--- src/rtl/brsel_pkg.sv ---
// Contract
// - Select field 10 makes every off-time recirculate through the low-side switches with slow decay.
// - Select field 01 makes every off-time recirculate through the high-side switches with slow decay.
// - In automatic mode (00) with falling bemf, use low-side from period start and high-side after the crossing.
// - In automatic mode with rising bemf, use high-side from period start and low-side after the crossing.
// - Select field 11 turns every bridge switch off during the off-time so current decays through the diodes.
// - The crossing comparator output passes a digital filter before the crossing is reported.
// - Degauss compensation is applied when its enable bit is 1 and not applied when it is 0.
// - After reset the select field holds 00, automatic mixed slow decay.
package brsel_pkg;

    // ------------------------------------------------------------
    // Path select codes
    // ------------------------------------------------------------
    localparam logic [1:0] BRSEL_AUTO      = 2'h0;
    localparam logic [1:0] BRSEL_HIGH      = 2'h1;
    localparam logic [1:0] BRSEL_LOW       = 2'h2;
    localparam logic [1:0] BRSEL_NONSYNC   = 2'h3;
    localparam logic [1:0] BRSEL_RST_PATH  = 2'h0;

    // ------------------------------------------------------------
    // Filter and degauss counts
    // ------------------------------------------------------------
    localparam int         BRSEL_FILT_LEN  = 4;
    localparam int         BRSEL_DG_MAX    = 255;
    localparam int         BRSEL_DG_W      = 8;

    // ------------------------------------------------------------
    // Recirculation path in use
    // ------------------------------------------------------------
    typedef enum logic [1:0] {
        BRSEL_REC_LOW,
        BRSEL_REC_HIGH,
        BRSEL_REC_NONE
    } brsel_rec_e;

endpackage : brsel_pkg

--- src/rtl/brsel_zc_filter.sv ---
`timescale 1ns/1ps
`default_nettype none
module brsel_zc_filter #(
    parameter int FILT_LEN = brsel_pkg::BRSEL_FILT_LEN
) (
    // Clock and reset
    input  wire logic clk_in,
    input  wire logic arst_n_in,
    // Sample stream
    input  wire logic sample_valid_in,
    input  wire logic sample_in,
    // Filtered level
    output logic      level_out
);

    // ------------------------------------------------------------
    // Majority-free run filter
    // ------------------------------------------------------------
    logic [FILT_LEN-2:0] hist;
    logic                level;
    wire                 all_one  = &{hist, sample_in};
    wire                 all_zero = ~|{hist, sample_in};
    wire                 next_level = all_one ? 1'b1 : (all_zero ? 1'b0 : level);

    always_ff @(posedge clk_in or negedge arst_n_in) begin
        if (!arst_n_in) begin
            hist  <= '0;
            level <= 1'b0;
        end else if (sample_valid_in) begin
            hist  <= (FILT_LEN-1)'({hist, sample_in});
            level <= next_level;
        end
    end

    assign level_out = level;

endmodule : brsel_zc_filter
`default_nettype wire

--- src/rtl/brsel_top.sv ---
`timescale 1ns/1ps
`default_nettype none
module brsel_top #(
    parameter int FILT_LEN = brsel_pkg::BRSEL_FILT_LEN,
    parameter int DG_W     = brsel_pkg::BRSEL_DG_W
) (
    // Clock and reset
    input  wire logic       clk_in,
    input  wire logic       arst_n_in,
    // Configuration
    input  wire logic       cfg_load_in,
    input  wire logic [1:0] recirc_path_select_in,
    input  wire logic       degauss_comp_enable_in,
    // Commutation controller
    input  wire logic       commutate_in,
    input  wire logic       bemf_rising_in,
    input  wire logic       pwm_on_in,
    input  wire logic       drive_hs_in,
    input  wire logic       drive_ls_in,
    // Analog comparators (asynchronous)
    input  wire logic       zc_comp_in,
    input  wire logic       clamp_high_in,
    input  wire logic       clamp_low_in,
    // Bridge gate commands for the PWM phase
    output logic            gate_hs_out,
    output logic            gate_ls_out,
    // Status
    output logic [1:0]      recirc_path_select_out,
    output logic [1:0]      rec_path_out,
    output logic            zc_level_out,
    output logic            zc_detect_out,
    output logic            degauss_active_out
);

    // ------------------------------------------------------------
    // Configuration
    // ------------------------------------------------------------
    logic [1:0] path_sel;
    logic       dg_en;

    always_ff @(posedge clk_in or negedge arst_n_in) begin
        if (!arst_n_in) begin
            path_sel <= brsel_pkg::BRSEL_RST_PATH;
            dg_en    <= 1'b0;
        end else if (cfg_load_in) begin
            path_sel <= recirc_path_select_in;
            dg_en    <= degauss_comp_enable_in;
        end
    end

    // ------------------------------------------------------------
    // Input synchronisers
    // ------------------------------------------------------------
    logic [2:0] sync1;
    logic [2:0] sync2;

    always_ff @(posedge clk_in or negedge arst_n_in) begin
        if (!arst_n_in) begin
            sync1 <= '0;
            sync2 <= '0;
        end else begin
            sync1 <= {clamp_low_in, clamp_high_in, zc_comp_in};
            sync2 <= sync1;
        end
    end

    wire zc_s      = sync2[0];
    wire clamped_s = sync2[1] | sync2[2];

    // ------------------------------------------------------------
    // Degauss window after commutation
    // ------------------------------------------------------------
    logic degauss;

    always_ff @(posedge clk_in or negedge arst_n_in) begin
        if (!arst_n_in) begin
            degauss <= 1'b0;
        end else if (commutate_in) begin
            degauss <= dg_en;
        end else if (!clamped_s || !dg_en) begin
            degauss <= 1'b0;
        end
    end

    wire sample_ok = !(degauss && clamped_s);

    // ------------------------------------------------------------
    // Zero-crossing filter and detection
    // ------------------------------------------------------------
    logic zc_level;
    logic zc_prev;
    logic zc_seen;
    logic zc_pulse;
    logic rising_exp;

    brsel_zc_filter #(
        .FILT_LEN        (FILT_LEN)
    ) u_filter (
        .clk_in          (clk_in),
        .arst_n_in       (arst_n_in),
        .sample_valid_in (sample_ok),
        .sample_in       (zc_s),
        .level_out       (zc_level)
    );

    wire zc_edge = (zc_level != zc_prev) && (zc_level == rising_exp);

    always_ff @(posedge clk_in or negedge arst_n_in) begin
        if (!arst_n_in) begin
            zc_prev    <= 1'b0;
            zc_seen    <= 1'b0;
            zc_pulse   <= 1'b0;
            rising_exp <= 1'b0;
        end else begin
            zc_prev  <= zc_level;
            zc_pulse <= zc_edge && !zc_seen && !commutate_in;
            if (commutate_in) begin
                zc_seen    <= 1'b0;
                rising_exp <= bemf_rising_in;
            end else if (zc_edge) begin
                zc_seen <= 1'b1;
            end
        end
    end

    // ------------------------------------------------------------
    // Recirculation path choice
    // ------------------------------------------------------------
    logic [1:0] next_rec;

    always_comb begin
        next_rec = brsel_pkg::BRSEL_REC_LOW;
        unique case (path_sel)
            brsel_pkg::BRSEL_LOW:     next_rec = brsel_pkg::BRSEL_REC_LOW;
            brsel_pkg::BRSEL_HIGH:    next_rec = brsel_pkg::BRSEL_REC_HIGH;
            brsel_pkg::BRSEL_NONSYNC: next_rec = brsel_pkg::BRSEL_REC_NONE;
            brsel_pkg::BRSEL_AUTO: begin
                if (rising_exp ^ zc_seen) begin
                    next_rec = brsel_pkg::BRSEL_REC_HIGH;
                end else begin
                    next_rec = brsel_pkg::BRSEL_REC_LOW;
                end
            end
        endcase
    end

    // ------------------------------------------------------------
    // Gate outputs
    // ------------------------------------------------------------
    logic [1:0] rec_path;
    logic       gate_hs;
    logic       gate_ls;
    wire        off_hs = (next_rec == brsel_pkg::BRSEL_REC_HIGH);
    wire        off_ls = (next_rec == brsel_pkg::BRSEL_REC_LOW);
    wire        next_hs = pwm_on_in ? drive_hs_in : off_hs;
    wire        next_ls = pwm_on_in ? drive_ls_in : off_ls;

    always_ff @(posedge clk_in or negedge arst_n_in) begin
        if (!arst_n_in) begin
            rec_path <= brsel_pkg::BRSEL_REC_LOW;
            gate_hs  <= 1'b0;
            gate_ls  <= 1'b0;
        end else begin
            rec_path <= next_rec;
            gate_hs  <= next_hs;
            gate_ls  <= next_ls;
        end
    end

    assign gate_hs_out            = gate_hs;
    assign gate_ls_out            = gate_ls;
    assign recirc_path_select_out = path_sel;
    assign rec_path_out           = rec_path;
    assign zc_level_out           = zc_level;
    assign zc_detect_out          = zc_pulse;
    assign degauss_active_out     = degauss;
endmodule : brsel_top
`default_nettype wire

--- config.mk ---
export PLATFORM = sky130hd
export DESIGN_NAME = brsel_top
export DESIGN_NICKNAME = d
export VERILOG_FILES = /design/src/rtl/brsel_pkg.sv /design/src/rtl/brsel_zc_filter.sv /design/src/rtl/brsel_top.sv
export SDC_FILE = /design/constraint.sdc
export NUM_CORES = 1
export LEC_CHECK = 0
export BUFFER_PORTS_ARGS = -buffer_cell sky130_fd_sc_hd__buf_2
export CAP_MARGIN = 20
export CORE_MARGIN = 10
export CORE_UTILIZATION = 50
export DETAILED_ROUTE_END_ITERATION = 6
export PLACE_DENSITY = 0.74
export REMOVE_ABC_BUFFERS = 1
export SKIP_CTS_REPAIR_TIMING = 1
export SLEW_MARGIN = 20
export SYNTH_ARGS = -nofsm -noshare
export SYNTH_HDL_FRONTEND = slang
export SYNTH_SLANG_ARGS = --single-unit
--- constraint.sdc ---
create_clock -name clk_in -period 1.8 [get_ports clk_in]
set_input_delay 0.09 -clock clk_in [delete_from_list [all_inputs] [get_ports clk_in]]
set_output_delay 0.09 -clock clk_in [all_outputs]
set_load 0.01 [all_outputs]
==> flow_metrics.tcl, run 1 <==
set metrics [dict create \
    reg2reg_to "u_filter.hist[0]$_DFFE_PN0N_" \
    place_congestion 0.6980 \
    hold_class "in2reg" \
    synth_common_cells "dfrtp_1 (22), mux2_2 (5), nor2_1 (3)" \
    multi_input_area_um2 214.0 \
    stdcell_area_um2 998.5 \
    place_hpwl_um 995.2 \
    peakVddDrop_uv 624.5 \
    fp-row-count 14 \
    cts_buffers 3 \
    drt_first_pass_iters 3 \
    routedWlPerCell_um 12.96 \
    dieHeight_um 59.30 \
    violations "hold timing" \
    drive_above_1_share_pct 39.76 \
    clk_pin_slew_worst_paths_ns 0.11 \
    utilization_pct 67.06 \
    end_kind "flop" \
    fin_nets 98 \
    cts_sinks 22 \
    fp.coreArea_um2 1489 \
    timing.rr.start "sync2[2]$_DFF_PN0_" \
    pin_count 23 \
    relSlewSlack_pct 69.56 \
    synth.cell_area_um2 772.0 \
    synth_cells 51 \
    yosysWarnings 0 \
    final_hold_viol_count 1 \
    ys_ff_latch 22 \
    fin_crit_sh_pct 60.81 \
    viasPerCell 5.000 \
    grt_pass1_vias 526 \
    ant_nets 0 \
    cp-start-kind "flop" \
    rsz0062_at_grt "false" \
    clk_root_buffer_cell "clkbuf_4" \
    num_vias 495 \
    worst-r2r-setup-slack_ns 0.71 \
    synth-edff-count 0 \
    worstSetupPathType "reg2reg" \
    grt_max_degree 23 \
    place_area_um2 902.1 \
    layout.cells.non_filler 99 \
    fillers 107 \
    crit_fanout 6 \
    cts_tree "built" \
    grt_first_pass_wirelength_mm 2.056 \
    yosys.area.top_type_share_pct 71.31 \
    drcViolationCount 0 \
    clock_latency_ns 0.29 \
    yosysTopAreaCell "dfrtp_1" \
    die_w_um 59.30 \
    leakage_uw 0.0004835 \
    drtIter0Drc 3 \
    outcome "finished with violations" \
    grt_overflow 0 \
    setup_viol_count_final 0 \
    synth_most_common_cell "dfrtp_1" \
    cp.required_ns 1.99 \
    reg2reg_depth 2 \
    post-place-cells 89 \
    min_from "drive_ls_in" \
    antenna_found_initial 0 \
    arrival_ns 1.28 \
    fin_skew_ns 0.004060 \
    powerDensity_nw_per_um2 979.4 \
    worst_pin_slew_ns 0.4566 \
    seq_area_frac_synth_pct 71.31 \
    ys.flop_type "dfrtp_1" \
    synthArstFlopShare_pct 100.0 \
    clockBufferDepth 2 \
    totalWireLength_mm 1.283 \
    track_usage_pct 7.541 \
    timing.final.max_slew_violations 0 \
    htree_levels 1 \
    maxCapViolations 0 \
    syn_avg_cell_area_um2 15.14 \
    start_util_pct 51.85 \
    area_growth_pct 29.34 \
    synth_area_leaders "dfrtp_1 (71%), mux2_2 (7.3%), mux2_1 (2.9%), o21ai_4 (2.1%), nor2b_1 (1.6%)" \
    port_buffers 22 \
    fin_worst_hold_slack_ns -0.001640 \
    setup_tns_ns 0 \
    hold_path_end "gate_ls_out$_DFF_PN0_" \
    min_delay_path_depth 3 \
    die-area_um2 3516 \
    period_minus_slack_ns 1.095 \
    timing.fmax_ghz 0.9136 \
    seqCellArea_um2 550.5 \
    synth_cell_types 19 \
    num_antenna_cells 0 \
]
how the worst max path moves through the flow:
stage                                      to          startpoint  slack [ns]
6_report         u_filter.hist[0]$_DFFE_PN0N_  sync2[2]$_DFF_PN0_        0.71
4_1_cts          u_filter.hist[0]$_DFFE_PN0N_  sync2[2]$_DFF_PN0_        0.70
2_1_floorplan    u_filter.hist[0]$_DFFE_PN0N_  sync2[2]$_DFF_PN0_        0.76
3_5_place_dp     u_filter.hist[0]$_DFFE_PN0N_  sync2[2]$_DFF_PN0_        0.72
5_1_grt        u_filter.level_out$_DFFE_PN0P_  sync2[2]$_DFF_PN0_        0.67
3_3_place_gp     u_filter.hist[0]$_DFFE_PN0N_  sync2[2]$_DFF_PN0_        0.74
area by class of cell:
class | count | area share (%)
clock buffer | 4 | 3.634
inverter | 2 | 0.7519
multi-input combinational | 27 | 21.43
sequential | 22 | 55.14
tap | 16 | 2.005
timing repair buffer | 28 | 17.04
registers in the layout, summed over array words and instances, names as in the netlist, 2 cells and up:
signal and count:
sync1 3, sync2 3, u_filter.hist 3, rec_path_out 2, recirc_path_select_out 2
metrics by stage:
step	hold slack, ns	worst slack (ns)	power [uW]
finish	-0.001640	0.7055	977.8
global route	0.006582	0.6721	1032
CTS	-0.2696	0.6992	986.5
detailed placement	0.06726	0.7192	727.2
global placement	0.06947	0.7383	721.3
floorplan	-0.2056	0.7589	660.7
placed cells by master, fill, tap and decap left out:
cell type,count
nor3_1,1
a21oi_1,2
clkbuf_4,3
a21boi_0,1
nor4_1,1
buf_2,22
a211oi_1,1
clkbuf_8,1
nor3b_1,1
xor2_1,1
mux2_2,5
o31ai_2,1
inv_1,2
a41oi_1,1
nor2_1,3
nand2_1,2
nor2b_1,2
dfrtp_1,22
mux2_1,2
dlygate4sd3_1,6
o21ai_4,1
o31ai_1,1
and2_1,1
report_power, final:
part | switching, uW | internal [uW] | total (uW) | leakage, uW
Combinational | 64.7 | 74.4 | 139 | 0.000194
Sequential | 36.1 | 546 | 582 | 0.000269
Clock | 133 | 123 | 256 | 0.0000210
per-layer routing:
layer | vias up | track usage [%] | routed length, um
met5 | - | 0 | 0
met1 | 242 | 7.370 | 493
met4 | 0 | 4.918 | 17
met2 | 11 | 13.08 | 692
li1 | 240 | - | -
met3 | 2 | 2.575 | 80
worst max-delay path, cell delays in order (launching register included):
cell and delay, ns:
dfrtp_1 0.41, o21ai_4 0.22, mux2_2 0.36
logic make-up after synthesis:
kind of cell	synth area share, %
AND/OR/NAND/NOR	7.294
flip-flops	71.31
XOR/XNOR	1.135
buffers and inverters	0.9728
AO/OA/AOI/OAI	9.078
multiplexers	10.21
No activity file was read; power rests on OpenSTA's default activity.
==> inputs of run 2 (changes only) <==
- CORE_UTILIZATION: 50 -> 43
- PLACE_DENSITY: 0.74 -> 0.67
- clock period: 1.8 -> 0.92 ns (I/O delays scaled with it)
==> flow_metrics.tcl, run 2 (same netlist as run 1, synthesis figures left out) <==
set metrics [dict create \
    outcome "finished with violations" \
    fin_skew_ns 0.009871 \
    drcViolationCount 0 \
    place_congestion 0.7398 \
    multi_input_area_um2 255.2 \
    clk_root_buffer_cell "clkbuf_4" \
    track_usage_pct 7.138 \
    reg.largest.list "sync1 (3), sync2 (3), u_filter.hist (3)" \
    final_hold_viol_count 0 \
    drt_first_pass_iters 3 \
    num_antenna_cells 0 \
    antenna_found_initial 0 \
    crit_fanout 6 \
    fillers 119 \
    fin_crit_sh_pct 118.5 \
    timing.fmax_ghz 0.9175 \
    timing.final.max_slew_violations 0 \
    start_util_pct 45.20 \
    powerDensity_nw_per_um2 1741 \
    drive_above_1_share_pct 51.55 \
    port_buffers 22 \
    cp-start-kind "flop" \
    maxCapViolations 0 \
    setup_slack_ns -0.1700 \
    final_common_cell "dfrtp_1" \
    min_from "cfg_load_in" \
    end_kind "flop" \
    totalWireLength_mm 1.593 \
    viasPerCell 4.484 \
    period_minus_slack_ns 1.090 \
    setup_tns_ns -1.415 \
    setup_viol_count_final 14 \
    clock_latency_ns 0.30 \
    die-area_um2 3890 \
    leakage_uw 0.0005670 \
    hold_class "in2reg" \
    clockBufferDepth 2 \
    worstSetupPathType "reg2reg" \
    dieHeight_um 62.37 \
    worst_pin_slew_ns 0.4588 \
    violations "setup timing" \
    cts_buffers 3 \
    final_cell_mix "dfrtp_1 (20), buf_2 (18), dlygate4sd3_1 (12)" \
    fin_nets 112 \
    num_vias 547 \
    peakVddDrop_uv 1012 \
    drtIter0Drc 9 \
    timing.rr.start "sync2[1]$_DFF_PN0_" \
    cp-startpoint "sync2[1]$_DFF_PN0_" \
    rsz0062_at_grt "true" \
    post-place-cells 101 \
    die_w_um 62.37 \
    fp.coreArea_um2 1708 \
    cp.required_ns 1.10 \
    arrival_ns 1.27 \
    relSlewSlack_pct 69.41 \
    layout.cells.non_filler 122 \
    area_growth_pct 56.73 \
    cts_tree "built" \
    grt_pass1_vias 532 \
    clk_pin_slew_worst_paths_ns 0.12 \
    routedWlPerCell_um 13.06 \
    grt_overflow 0 \
    pin_count 23 \
    grt_first_pass_wirelength_mm 2.311 \
    finalPower_uw 2106 \
    ant_nets 0 \
    grt_max_degree 23 \
    cts_sinks 22 \
    htree_levels 1 \
    seqCellArea_um2 553.0 \
    fp-row-count 15 \
    utilization_pct 70.84 \
]
==> run 2: cell types whose count changed in the layout (fill, tap and decap cells not counted), moves of 2 or more <==
cell / delta
buf_6: +7
buf_4: +5
dfrtp_2: +2
dfrtp_1: -2
buf_2: -4
dlygate4sd3_1: +6
==> run 2: area by class of cell <==
| class | count | area share, % |
|---|---|---|
| sequential | 22 | 45.71 |
| timing repair buffer | 42 | 26.99 |
| clock buffer | 4 | 2.999 |
| multi-input combinational | 27 | 21.10 |
| inverter | 2 | 0.6205 |
| tap | 25 | 2.585 |
==> run 2: metrics by stage <==
step,hold WS [ns],worst slack (ns),cell area [um^2]
finish,0.03215,-0.1700,1210
global route,0.03242,-0.2350,1210
CTS,-0.3049,-0.2000,972.2
detailed placement,0.02945,-0.1754,935.9
global placement,0.02688,-0.1427,935.9
floorplan,-0.2496,-0.1211,772.0
==> run 2: routing by layer <==
metal / up-vias / part of all wire, % / global-route usage (%)
li1: 271 / - / -
met1: 257 / 39 / 8.211
met2: 15 / 52 / 11.03
met3: 4 / 6.3 / 3.226
met4: 0 / 2.5 / 3.352
met5: - / 0 / 0
==> run 2: path summary, 6_finish.rpt <==
kind / endpoint / slack [ns] / depth (start not counted)
worst max register to register: u_filter.hist[0]$_DFFE_PN0N_ / -0.17 / 2
max in group asynchronous: recirc_path_select_out[0]$_DFFE_PN0P_ / 0.37 / 2
worst max-delay path: u_filter.hist[0]$_DFFE_PN0N_ / -0.17 / 2
min in group asynchronous: sync2[2]$_DFF_PN0_ / 0.22 / 2
worst min register to register: sync2[2]$_DFF_PN0_ / 0.35 / 0
worst min-delay path: dg_en$_DFFE_PN0P_ / 0.03 / 2
==> run 2: power by group <==
part           internal (uW)  switching (uW)
sequential              1070            74.1
clock                    241             263
combinational            273             185
total                   1580             522
==> run 2: critical path, stage by stage, from the launching register on <==
cell and delay (ns):
dfrtp_1 0.41, o21ai_4 0.22, mux2_2 0.36
==> inputs of run 3 (changes only) <==
- MAX_ROUTING_LAYER: default -> met4
- PLACE_DENSITY: 0.67 -> 0.71
- RECOVER_POWER: default -> 50
==> flow_metrics.tcl, run 3 (same netlist as run 1, synthesis figures left out) <==
set metrics [dict create \
    leakage_uw 0.0005626 \
    grt_use_met2_pct 11.92 \
    finalPower_uw 1985 \
    totalWireLength_mm 1.659 \
    timing.final.max_slew_violations 0 \
    drtIter0Drc 4 \
    seqCellArea_um2 551.8 \
    critPathSlowestCell "dfrtp_1" \
    stdcell_area_um2 1185 \
    num_antenna_cells 0 \
    htree_levels 1 \
    grt_busiest_layer "met2" \
    grt_first_pass_wirelength_mm 2.249 \
    cp.required_ns 1.11 \
    rsz0062_at_grt "true" \
    grt_pass1_vias 507 \
    clk_root_buffer_cell "clkbuf_4" \
    period_minus_slack_ns 1.092 \
    die-area_um2 3890 \
    drcViolationCount 0 \
    peakVddDrop_uv 1131 \
    viasPerCell 4.656 \
    reg2reg_depth 2 \
    place_area_um2 935.9 \
    place_hpwl_mm 1.043 \
    cts_sinks 22 \
    num_vias 568 \
    cts_buffers 3 \
    cp-start-kind "flop" \
    setup_viol_count_final 14 \
    fp.coreArea_um2 1708 \
    multi_input_area_um2 235.2 \
    reg2reg_to "u_filter.hist[0]$_DFFE_PN0N_" \
    worst_pin_slew_ns 0.5218 \
    hold_path_end "recirc_path_select_out[1]$_DFFE_PN0P_" \
    hold_class "in2reg" \
    worst-r2r-setup-slack_ns -0.17 \
    cpLargestDelayFamily "flip-flops" \
    grt_use_met1_pct 7.458 \
    timing.fmax_ghz 0.9156 \
    place_congestion 0.7929 \
    grt_use_met3_pct 2.330 \
    routedWlPerCell_um 13.60 \
    end_kind "flop" \
    final_hold_viol_count 0 \
    track_usage_pct 7.364 \
    final_cell_mix "dfrtp_1 (21), buf_2 (16), dlygate4sd3_1 (12)" \
    crit_buf_inv 0 \
    antenna_found_initial 0 \
    start_util_pct 45.20 \
    fin_nets 113 \
    violations "setup timing" \
    fin_skew_ns 0.004360 \
    drt_first_pass_iters 3 \
    min_from "cfg_load_in" \
    port_buffers 22 \
    timing.rr.start "sync2[2]$_DFF_PN0_" \
    crit_path_cell_trace "o21ai_4 > mux2_2" \
    dieHeight_um 62.37 \
    clock_latency_ns 0.29 \
    worstSetupPathType "reg2reg" \
    min_delay_path_depth 2 \
    ant_nets 0 \
    maxCapViolations 0 \
    fp-row-count 15 \
    clk_pin_slew_worst_paths_ns 0.11 \
    die_w_um 62.37 \
    drive_above_1_share_pct 48.45 \
    clockBufferDepth 2 \
    fin_crit_sh_pct 118.7 \
    reg.largest.list "sync1 (3), sync2 (3), u_filter.hist (3)" \
    outcome "finished with violations" \
    cts_tree "built" \
    setup_slack_ns -0.1722 \
    arrival_ns 1.28 \
    area_growth_pct 53.49 \
    relSlewSlack_pct 65.21 \
    powerDensity_nw_per_um2 1675 \
    cp_slowest_stage_delay_ns 0.41 \
    grt_overflow 0 \
    grt_max_degree 23 \
    crit_fanout 6 \
    fillers 117 \
    final_common_cell "dfrtp_1" \
    pin_count 23 \
]
-- run 3: per-stage QoR --
stage | cells | hold WS [ns] | utilization (%) | setup TNS (ns) | setup slack, ns
after floorplan | 51 | -0.2496 | - | -0.4014 | -0.1211
after global placement | 101 | 0.03168 | 54.80 | -0.5926 | -0.1414
after detailed placement | 101 | 0.03211 | 54.80 | -0.7158 | -0.1537
after CTS | 104 | -0.3046 | 56.12 | -1.229 | -0.1694
after global routing | 122 | 0.03235 | 69.38 | -2.167 | -0.2214
final | 122 | 0.03450 | 69.38 | -1.341 | -0.1722
-- run 3: power by group --
| group | switching, uW | total [uW] | internal (uW) |
|---|---|---|---|
| combinational | 175 | 437 | 262 |
| sequential | 73.3 | 1140 | 1070 |
| clock | 253 | 406 | 152 |
-- run 3: metal layers --
metal | share of wire (%) | vias up
li1 | - | 270
met1 | 40 | 272
met2 | 51 | 20
met3 | 4.8 | 6
met4 | 3.4 | 0
met5 | 0 | -
-- run 3: how the worst max path moves through the flow --
stage | from | endpoint | slack, ns | cells after the start
2_1_floorplan | sync2[2]$_DFF_PN0_ | u_filter.hist[0]$_DFFE_PN0N_ | -0.12 | 2
3_3_place_gp | sync2[2]$_DFF_PN0_ | u_filter.hist[0]$_DFFE_PN0N_ | -0.14 | 2
3_5_place_dp | sync2[2]$_DFF_PN0_ | u_filter.hist[1]$_DFFE_PN0N_ | -0.15 | 2
4_1_cts | sync2[2]$_DFF_PN0_ | u_filter.hist[1]$_DFFE_PN0N_ | -0.17 | 2
5_1_grt | rising_exp$_DFFE_PN0P_ | gate_hs_out$_DFF_PN0_ | -0.22 | 3
6_report | sync2[2]$_DFF_PN0_ | u_filter.hist[0]$_DFFE_PN0N_ | -0.17 | 2
-- run 3: final cells by class --
class	instances	area share, %
multi-input cells	27	19.85
well taps	25	2.640
repair buffers	43	28.41
clock buffers	3	1.901
flip-flops and latches	22	46.57
inverters	2	0.6336
